File: src/logic/gpc_pkg.sv
// constants for the gpio port block
package gpc_pkg;
  localparam int unsigned GPC_PORTS = 3;
  localparam logic [11:0] GPC_REQ_ADDR = 12'hfc3;
  localparam logic [11:0] GPC_WIN_ADDR [GPC_PORTS] = '{12'hfd1, 12'hfd5, 12'hfd9};
  localparam logic [11:0] GPC_IDX_ADDR [GPC_PORTS] = '{12'hfd0, 12'hfd4, 12'hfd8};
  localparam logic [11:0] GPC_IN_ADDR [GPC_PORTS] = '{12'hfd2, 12'hfd6, 12'hfda};
  localparam logic [11:0] GPC_OUT_ADDR [GPC_PORTS] = '{12'hfd3, 12'hfd7, 12'hfdb};
  localparam logic [7:0] GPC_IDX_DIR = 8'h01;
  localparam logic [7:0] GPC_IDX_ALT = 8'h02;
  localparam logic [7:0] GPC_RST_IDX = 8'h00;
  localparam logic [7:0] GPC_RST_DIR = 8'hff;
  localparam logic [7:0] GPC_RST_ALT = 8'h00;
  localparam logic [7:0] GPC_RST_OUT = 8'h00;
  localparam logic [7:0] GPC_RST_REQ = 8'h00;
  localparam int unsigned GPC_CMP_BIT = 6;
  localparam int unsigned GPC_SYNC_LAT = 3;
endpackage

File: src/logic/gpc_port_if.sv
// link between the register core and one port slice
`timescale 1ns/100ps
`default_nettype none
interface gpc_port_if;
  logic idx_wr;
  logic win_wr;
  logic out_wr;
  logic [7:0] wdata;
  logic [7:0] idx_q;
  logic [7:0] win_rdata;
  logic [7:0] in_data;
  logic [7:0] out_data;
  logic [7:0] rise;
  modport core (output idx_wr, win_wr, out_wr, wdata,
                input idx_q, win_rdata, in_data, out_data, rise);
  modport slice (input idx_wr, win_wr, out_wr, wdata,
                 output idx_q, win_rdata, in_data, out_data, rise);
endinterface
`default_nettype wire

File: src/logic/gpc_port_top.sv
// gpio ports a to c with the port a request register
`timescale 1ns/100ps
`default_nettype none
module gpc_port_top
  import gpc_pkg::*;
(
  input wire logic clk,
  input wire logic rst_n,
  input wire logic [11:0] bus_addr,
  input wire logic bus_wr_en,
  input wire logic bus_rd_en,
  input wire logic [7:0] bus_wdata,
  output logic [7:0] bus_rdata,
  input wire logic [23:0] pin_in,
  output logic [23:0] pin_out,
  output logic [23:0] pin_oe,
  input wire logic [23:0] alt_out,
  input wire logic [23:0] alt_oe,
  input wire logic cmp_req,
  input wire logic global_irq_en,
  output logic cpu_irq
);
  logic [7:0] req_q;
  logic [7:0] req_d;
  logic [7:0] req_set;
  logic [7:0] req_clr;
  logic [7:0] rdata_d;
  logic req_hit;

  gpc_port_if pif[GPC_PORTS] ();

  // ----------------------------------------
  // port slices
  // ----------------------------------------
  for (genvar g = 0; g < GPC_PORTS; g++) begin : g_port
    assign pif[g].idx_wr = bus_wr_en && bus_addr == GPC_IDX_ADDR[g];
    assign pif[g].win_wr = bus_wr_en && bus_addr == GPC_WIN_ADDR[g];
    assign pif[g].out_wr = bus_wr_en && bus_addr == GPC_OUT_ADDR[g];
    assign pif[g].wdata = bus_wdata;
    gpc_port_slice u_slice (
      .clk(clk),
      .rst_n(rst_n),
      .p(pif[g]),
      .pin_in(pin_in[8*g +: 8]),
      .alt_out(alt_out[8*g +: 8]),
      .alt_oe(alt_oe[8*g +: 8]),
      .pin_out(pin_out[8*g +: 8]),
      .pin_oe(pin_oe[8*g +: 8])
    );
  end

  // ----------------------------------------
  // read mux
  // ----------------------------------------
  logic [7:0] win_rd [GPC_PORTS];
  logic [7:0] idx_rd [GPC_PORTS];
  logic [7:0] in_rd [GPC_PORTS];
  logic [7:0] out_rd [GPC_PORTS];
  for (genvar g = 0; g < GPC_PORTS; g++) begin : g_rd
    assign win_rd[g] = pif[g].win_rdata;
    assign idx_rd[g] = pif[g].idx_q;
    assign in_rd[g] = pif[g].in_data;
    assign out_rd[g] = pif[g].out_data;
  end

  always_comb begin
    rdata_d = 8'h00;
    if (bus_addr == GPC_REQ_ADDR) rdata_d = req_q;
    for (int i = 0; i < GPC_PORTS; i++) begin
      if (bus_addr == GPC_WIN_ADDR[i]) rdata_d = win_rd[i];
      if (bus_addr == GPC_IDX_ADDR[i]) rdata_d = idx_rd[i];
      if (bus_addr == GPC_IN_ADDR[i]) rdata_d = in_rd[i];
      if (bus_addr == GPC_OUT_ADDR[i]) rdata_d = out_rd[i];
    end
  end

  always_ff @(posedge clk) begin
    if (!rst_n) bus_rdata <= 8'h00;
    else if (bus_rd_en) bus_rdata <= rdata_d;
  end

  // ----------------------------------------
  // port a request register
  // ----------------------------------------
  assign req_hit = bus_wr_en && bus_addr == GPC_REQ_ADDR;
  assign req_clr = req_hit ? bus_wdata : 8'h00;

  always_comb begin
    req_set = pif[0].rise;
    req_set[GPC_CMP_BIT] = pif[0].rise[GPC_CMP_BIT] | cmp_req;
    req_d = (req_q & ~req_clr) | req_set;
  end

  always_ff @(posedge clk) begin
    if (!rst_n) req_q <= GPC_RST_REQ;
    else req_q <= req_d;
  end

  always_ff @(posedge clk) begin
    if (!rst_n) cpu_irq <= 1'b0;
    else cpu_irq <= global_irq_en && (req_q != 8'h00);
  end
endmodule // gpc_port_top
`default_nettype wire

File: src/logic/gpc_port_slice.sv
// one gpio port: sub-registers, synchroniser and pin drive
`timescale 1ns/100ps
`default_nettype none
module gpc_port_slice
  import gpc_pkg::*;
(
  input wire logic clk,
  input wire logic rst_n,
  gpc_port_if.slice p,
  input wire logic [7:0] pin_in,
  input wire logic [7:0] alt_out,
  input wire logic [7:0] alt_oe,
  output logic [7:0] pin_out,
  output logic [7:0] pin_oe
);
  logic [7:0] idx_q;
  logic [7:0] dir_q;
  logic [7:0] alt_q;
  logic [7:0] out_q;
  logic [7:0] sync1_q;
  logic [7:0] sync2_q;
  logic [7:0] prev_q;
  logic [7:0] in_q;

  // ----------------------------------------
  // sub-register index and window
  // ----------------------------------------
  always_ff @(posedge clk) begin
    if (!rst_n) idx_q <= GPC_RST_IDX;
    else if (p.idx_wr) idx_q <= p.wdata;
  end

  always_ff @(posedge clk) begin
    if (!rst_n) dir_q <= GPC_RST_DIR;
    else if (p.win_wr && idx_q == GPC_IDX_DIR) dir_q <= p.wdata;
  end

  always_ff @(posedge clk) begin
    if (!rst_n) alt_q <= GPC_RST_ALT;
    else if (p.win_wr && idx_q == GPC_IDX_ALT) alt_q <= p.wdata;
  end

  always_ff @(posedge clk) begin
    if (!rst_n) out_q <= GPC_RST_OUT;
    else if (p.out_wr) out_q <= p.wdata;
  end

  always_comb begin
    unique case (idx_q)
      GPC_IDX_DIR: p.win_rdata = dir_q;
      GPC_IDX_ALT: p.win_rdata = alt_q;
      default: p.win_rdata = 8'h00;
    endcase
  end

  // ----------------------------------------
  // input synchroniser
  // ----------------------------------------
  always_ff @(posedge clk) begin
    if (!rst_n) begin
      sync1_q <= 8'h00;
      sync2_q <= 8'h00;
      prev_q <= 8'h00;
      in_q <= 8'h00;
    end else begin
      sync1_q <= pin_in;
      sync2_q <= sync1_q;
      prev_q <= sync2_q;
      in_q <= sync2_q;
    end
  end

  // ----------------------------------------
  // pin drive
  // ----------------------------------------
  always_ff @(posedge clk) begin
    if (!rst_n) begin
      pin_oe <= 8'h00;
      pin_out <= 8'h00;
    end else begin
      pin_oe <= (alt_q & alt_oe) | (~alt_q & ~dir_q);
      pin_out <= (alt_q & alt_out) | (~alt_q & out_q);
    end
  end

  assign p.idx_q = idx_q;
  assign p.in_data = in_q;
  assign p.out_data = out_q;
  assign p.rise = sync2_q & ~prev_q;
endmodule // gpc_port_slice
`default_nettype wire

File: config.mk
export PLATFORM = sky130hd
export DESIGN_NAME = gpc_port_top
export DESIGN_NICKNAME = d
export VERILOG_FILES = /design/src/logic/gpc_pkg.sv /design/src/logic/gpc_port_if.sv /design/src/logic/gpc_port_top.sv /design/src/logic/gpc_port_slice.sv
export SDC_FILE = /design/constraint.sdc
export NUM_CORES = 1
export LEC_CHECK = 0
export BUFFER_PORTS_ARGS = -buffer_cell sky130_fd_sc_hd__buf_2
export CAP_MARGIN = 0
export CELL_PAD_IN_SITES_DETAIL_PLACEMENT = 1
export CELL_PAD_IN_SITES_GLOBAL_PLACEMENT = 1
export CORE_MARGIN = 4
export CORE_UTILIZATION = 48
export CTS_BUF_LIST = sky130_fd_sc_hd__clkbuf_8
export DETAILED_ROUTE_END_ITERATION = 16
export GPL_TIMING_DRIVEN = 0
export PLACE_DENSITY_LB_ADDON = 0.1
export SETUP_SLACK_MARGIN = 0.05
export SYNTH_ARGS = -nofsm -noshare
export SYNTH_HDL_FRONTEND = slang
export SYNTH_SLANG_ARGS = --single-unit
File: constraint.sdc
create_clock -name clk -period 3.6 [get_ports clk]
set_input_delay 0.72 -clock clk [delete_from_list [all_inputs] [get_ports clk]]
set_output_delay 0.72 -clock clk [all_outputs]
set_load 0.02 [all_outputs]
; Word-level counts from Yosys, hierarchy flattened
; Cells that the tools add are included.
[classes]
bitwise_logic = 30
n_eq_ne = 19
n_mux = 17
n_reduce_logical = 18
[ops]
columns = op, count
row1 = 12-bit == test (second input constant), 13
row2 = 8-bit AND, 14
row3 = 8-bit two-way mux, 14
row4 = 8-bit NOT, 8
row5 = 8-bit bitwise OR, 7
row6 = 8-bit case mux with 2 select lines, 3
row7 = 8-bit by 1-bit == test with 1-bit output (second input constant), 3
row8 = 8-bit by 2-bit == test with 1-bit output (second input constant), 3
row9 = 1-bit logical AND, 17
row10 = 8-bit nonzero test, 1
row11 = 1-bit bitwise OR, 1
[word_totals]
out_inout_bits = 57
reg_bits = 233
input_bits = 98
elab_cells = 114

; Logic depth before layout (Yosys ltp)
[logic_depth]
depth_word = 14
ltp_mapped = 9
mapped_depth_nobuf = 6

; Cells and area by module
; From an unflattened synthesis, not the netlist that was laid out.
[hier_totals]
cells_unflattened = 1072
hier_area_um2 = 10121.0
[modules_own_cells]
columns = module, n_inst, cells_per_inst, seq_area_each_um2, area_each_um2
row1 = gpc_port_slice, 3, 261, 1441.4, 2691.3
row2 = gpc_port_top, 1, 289, 340.3, 2047.0

; Least setup slack after synthesis
; OpenSTA, ideal clock, no wires.
[synth_path]
kind = input-to-reg
start = input bus_addr[1]
end = register g_port[0].u_slice.dir_q[0]
slack_ns = 1.257
setup_time_ns = 0.129
t_required_ns = 3.471
stages = 5
arrival_time_ns = 2.214
path_buffers = 0
cell_sequence = or4b_1 nor4_4 nand4_2 mux2i_1 nand2_1
[synth_between]
elab_chain_len = 3
[synth_rtl]
columns = element, line
row1 = from (decl), gpc_port_top.sv:9  ; input wire logic [11:0] bus_addr,
row2 = 12-bit == test, gpc_port_top.sv:37  ; assign pif[g].win_wr = bus_wr_en && bus_addr == GPC_WIN_ADDR[g];
row3 = 1-bit logical AND, gpc_port_top.sv:37
row4 = 1-bit logical AND, gpc_port_slice.sv:35  ; else if (p.win_wr && idx_q == GPC_IDX_DIR) dir_q <= p.wdata;
row5 = to (signal assigned), gpc_port_slice.sv:35
row6 = to (decl), gpc_port_slice.sv:17  ; logic [7:0] dir_q;
; Every way passes these cells.
; A chain may end at the register's enable or synchronous reset.

; Worst setup path in the final report
[layout_path]
start = input bus_addr[10]
end = register g_port[0].u_slice.alt_q[1]
[layout_between]
elab_chain_len = 3
[layout_rtl]
columns = element, line
row1 = 12-bit == test, gpc_port_top.sv:37
row2 = 1-bit logical AND, gpc_port_top.sv:37
row3 = 1-bit logical AND, gpc_port_slice.sv:40  ; else if (p.win_wr && idx_q == GPC_IDX_ALT) alt_q <= p.wdata;
row4 = to (signal assigned), gpc_port_slice.sv:40
row5 = to (decl), gpc_port_slice.sv:18  ; logic [7:0] alt_q;
; Every way passes these cells.

==> impl_results.md <==
- Status: complete, no violations
- Hold_buf cts: 0
- ANT cells: 0
- Clock Pin Slew Worst Setup and Hold Paths: 0.06 ns
- Critical Path RT: 4.01 ns
- Dpl hpwl: 26.4 mm
- Largest net degree at the start of global routing: 11
- Number of setup buffers added after CTS: 0
- Vias per cell: 5.69
- Die ar.: 22100 um2
- I/O pin count: 155
- Final Skew: 0.0299 ns
- Fin. Hold Viols: 0
- H-Tree Depth: 2
- Share of layout cells above drive strength 1: 19.3%
- Gpl congestion: 1.00
- Max Freq: 329 MHz
- CTS Sinks: 233
- Count of pins over their slew limit: 0
- I/O Buffers: 153
- First-pass GRT wire length: 54.2 mm
- All-Layer GR Usage: 32.2%
- Post-layout util: 58.7%
- GRT overflow: 0
- Worst Reg-to-Reg Cells: 5
- Synthesis Warnings: 0
- Pleak: 4.69 nW
- Drt first pass iters: 5
- Initial antenna violation count: 0
- Synth Area per Inst: 8.96 um2
- Setup TNS: 0 ns
- Fillers: 2359
- Slew @ Worst Pin: 1.12 ns
- DIE WIDTH: 149 um
- Rows: 51
- Critical Path AT: 3.45 ns
- Routed vias: 8825
- Worst-Skew Late Latency: 0.55 ns
- Die Ht: 149 um
- Cts bufs inserted: 39
- Commonest non-fill, non-tap cell in the layout: dfxtp_1
- Non-Filler Instances: 1550
- Post_cts resized: 0
- Worst setup EP type: register
- Bufs on Longest Clock Path: 3
- CTS Root Buffer Type: clkbuf_8
- Hold depth: 2
- CTS tree: built
- Startpoint types: input port
- Max_cap viols: 0
- Inst Count DP: 1480
- Library cells used by synthesis: 63
- Layout overhead on the synthesized area: 20.1%
- Iteration-0 DRC Markers: 660
- Synth Instances: 1062
- Number of global-route vias before repair: 9151
- Syn nets: 1160
- Maximum vdd drop: 0.391 mV
- Pre-CTS setup slack: 0.374 ns
- Post-synth ARST share: 0%
- Setup violations, final: 0
- Routed Antenna Nets: 0
- PwrDens: 470 nW/um2
- Routed WL: 36.1 mm
- Initial Util: 48.9%
- EDFF count, synth: 0
- Rel. slew slack: 24.4%
- Final Net Count: 1354
- Crit path kind: in2reg
- Fin crit share: 84.5%
- WHS: 0.387 ns
- Flops & latches, synth: 233
- Worst-path fanout max: 10
- Core ar.: 19500 um2
- Final WS setup: 0.560 ns
- Crit path time final: 3.04 ns
- Sequential share of the synthesized area: 49.0%
- Hold Crit Class: in2reg
- Residual DRC: 0
- Avg WL per Cell: 23.3 um
- Most frequent cells in the layout: dfxtp_1 (233), nand2_1 (171), buf_2 (162), mux2i_1 (87), and2_1 (87)
- Mapped cell area: 9520 um2
- Main synth FF type: dfxtp_1
- Unrepaired setup endpoints after global routing: false
==> stage by stage <==
stage	total power (W)	area, um2
2_1_floorplan	0.00283	9520
3_3_place_gp	0.00298	10600
3_5_place_dp	0.00299	10600
4_1_cts	0.00541	11400
5_1_grt	0.00555	11400
6_report	0.00538	11400
==> report_power, final <==
part	switching, W	internal [W]
Sequential	0.0000192	0.00262
Combinational	0.000203	0.000104
Clock	0.00108	0.00135
Total	0.00130	0.00408
==> layer usage <==
metal  part of all wire (%)  up-vias  wire length, um  global-route usage [%]
met5                      0        -                0                       0
met4                    3.0        0             1100                    10.6
met3                    7.6       77             2750                    6.44
met2                     47      372            17100                    53.4
met1                     42     4332            15200                    42.3
li1                       -     4044                -                       -
==> state kept, by name, indices dropped and copies added (netlist names) <==
register                   cells
g_port.u_slice.p.in_data      16
g_port.u_slice.sync2_q        24
g_port.u_slice.dir_q          24
g_port.u_slice.sync1_q        24
g_port.u_slice.prev_q          8
g_port.u_slice.p.idx_q        24
g_port.u_slice.p.out_data     24
req_q                          8
cpu_irq                        1
g_port.u_slice.pin_oe         24
g_port.u_slice.pin_out        24
bus_rdata                      8
g_port.u_slice.alt_q          24
==> critical path, stage by stage <==
cell and delay, ns:
buf_2 0.09, nand4_1 0.44, clkbuf_1 0.41, nor2_1 0.44, nand4_1 0.75, mux2i_1 0.50
nor2_1 0.09
==> cells in the mapped netlist (3+ instances only) <==
| cell | count | area share, % |
|---|---|---|
| nand2b_1 | 4 | 0.26 |
| o21ai_0 | 35 | 1.8 |
| mux2_2 | 5 | 0.59 |
| a31oi_1 | 7 | 0.46 |
| or3_1 | 3 | 0.20 |
| and3_1 | 8 | 0.53 |
| a22oi_1 | 16 | 1.3 |
| and4_1 | 4 | 0.37 |
| a21oi_1 | 74 | 3.9 |
| a22o_1 | 14 | 1.3 |
| and2_1 | 87 | 5.7 |
| dfxtp_1 | 233 | 49 |
| buf_2 | 9 | 0.47 |
| a211oi_1 | 3 | 0.24 |
| clkbuf_1 | 51 | 2.0 |
| a221oi_1 | 3 | 0.28 |
| nand4_1 | 9 | 0.59 |
| o2bb2ai_1 | 7 | 0.64 |
| a21boi_0 | 12 | 0.95 |
| nor2b_1 | 51 | 3.4 |
| nor2_1 | 71 | 2.8 |
| mux2i_1 | 87 | 9.2 |
| a2111oi_0 | 3 | 0.28 |
| o211ai_1 | 4 | 0.32 |
| buf_4 | 4 | 0.32 |
| nand3_1 | 14 | 0.74 |
| buf_1 | 3 | 0.12 |
| nand2_1 | 171 | 6.7 |
| nor3_1 | 10 | 0.53 |
| inv_1 | 9 | 0.36 |
| nor4_1 | 10 | 0.66 |
==> kinds of logic after synthesis <==
kind of cell / share of synthesized area, %
buffers and inverters: 3.35
AOI/OAI and AO/OA: 12.7
muxes: 9.74
DFF: 49.0
and+or+nand+nor: 25.2
==> path summary, 6_finish.rpt <==
| path | start | end | slack [ns] |
|---|---|---|---|
| worst max-delay path | bus_addr[10] | g_port[0].u_slice.alt_q[1]$_SDFFE_PN0P_ | 0.56 |
| worst min-delay path | pin_in[4] | g_port[0].u_slice.sync1_q[4]$_SDFF_PN0_ | 0.39 |
| worst max register to register | g_port[0].u_slice.p.idx_q[7]$_SDFFE_PN0P_ | g_port[0].u_slice.alt_q[1]$_SDFFE_PN0P_ | 1.00 |
| worst min register to register | g_port[2].u_slice.sync2_q[3]$_SDFF_PN0_ | g_port[2].u_slice.p.in_data[3]$_SDFF_PN0_ | 0.43 |
==> cell type report <==
type | instances | area (um2) | area share (%)
Sequential cell | 233 | 4660 | 40.8
Multi-Input combinational cell | 751 | 4530 | 39.7
Timing Repair Buffer | 153 | 766 | 6.70
Clock buffer | 48 | 661 | 5.78
Tap cell | 265 | 332 | 2.90
Buffer | 67 | 278 | 2.43
Clock inverter | 22 | 155 | 1.36
Inverter | 11 | 41.3 | 0.361
Power figures use the tool's default switching activity.
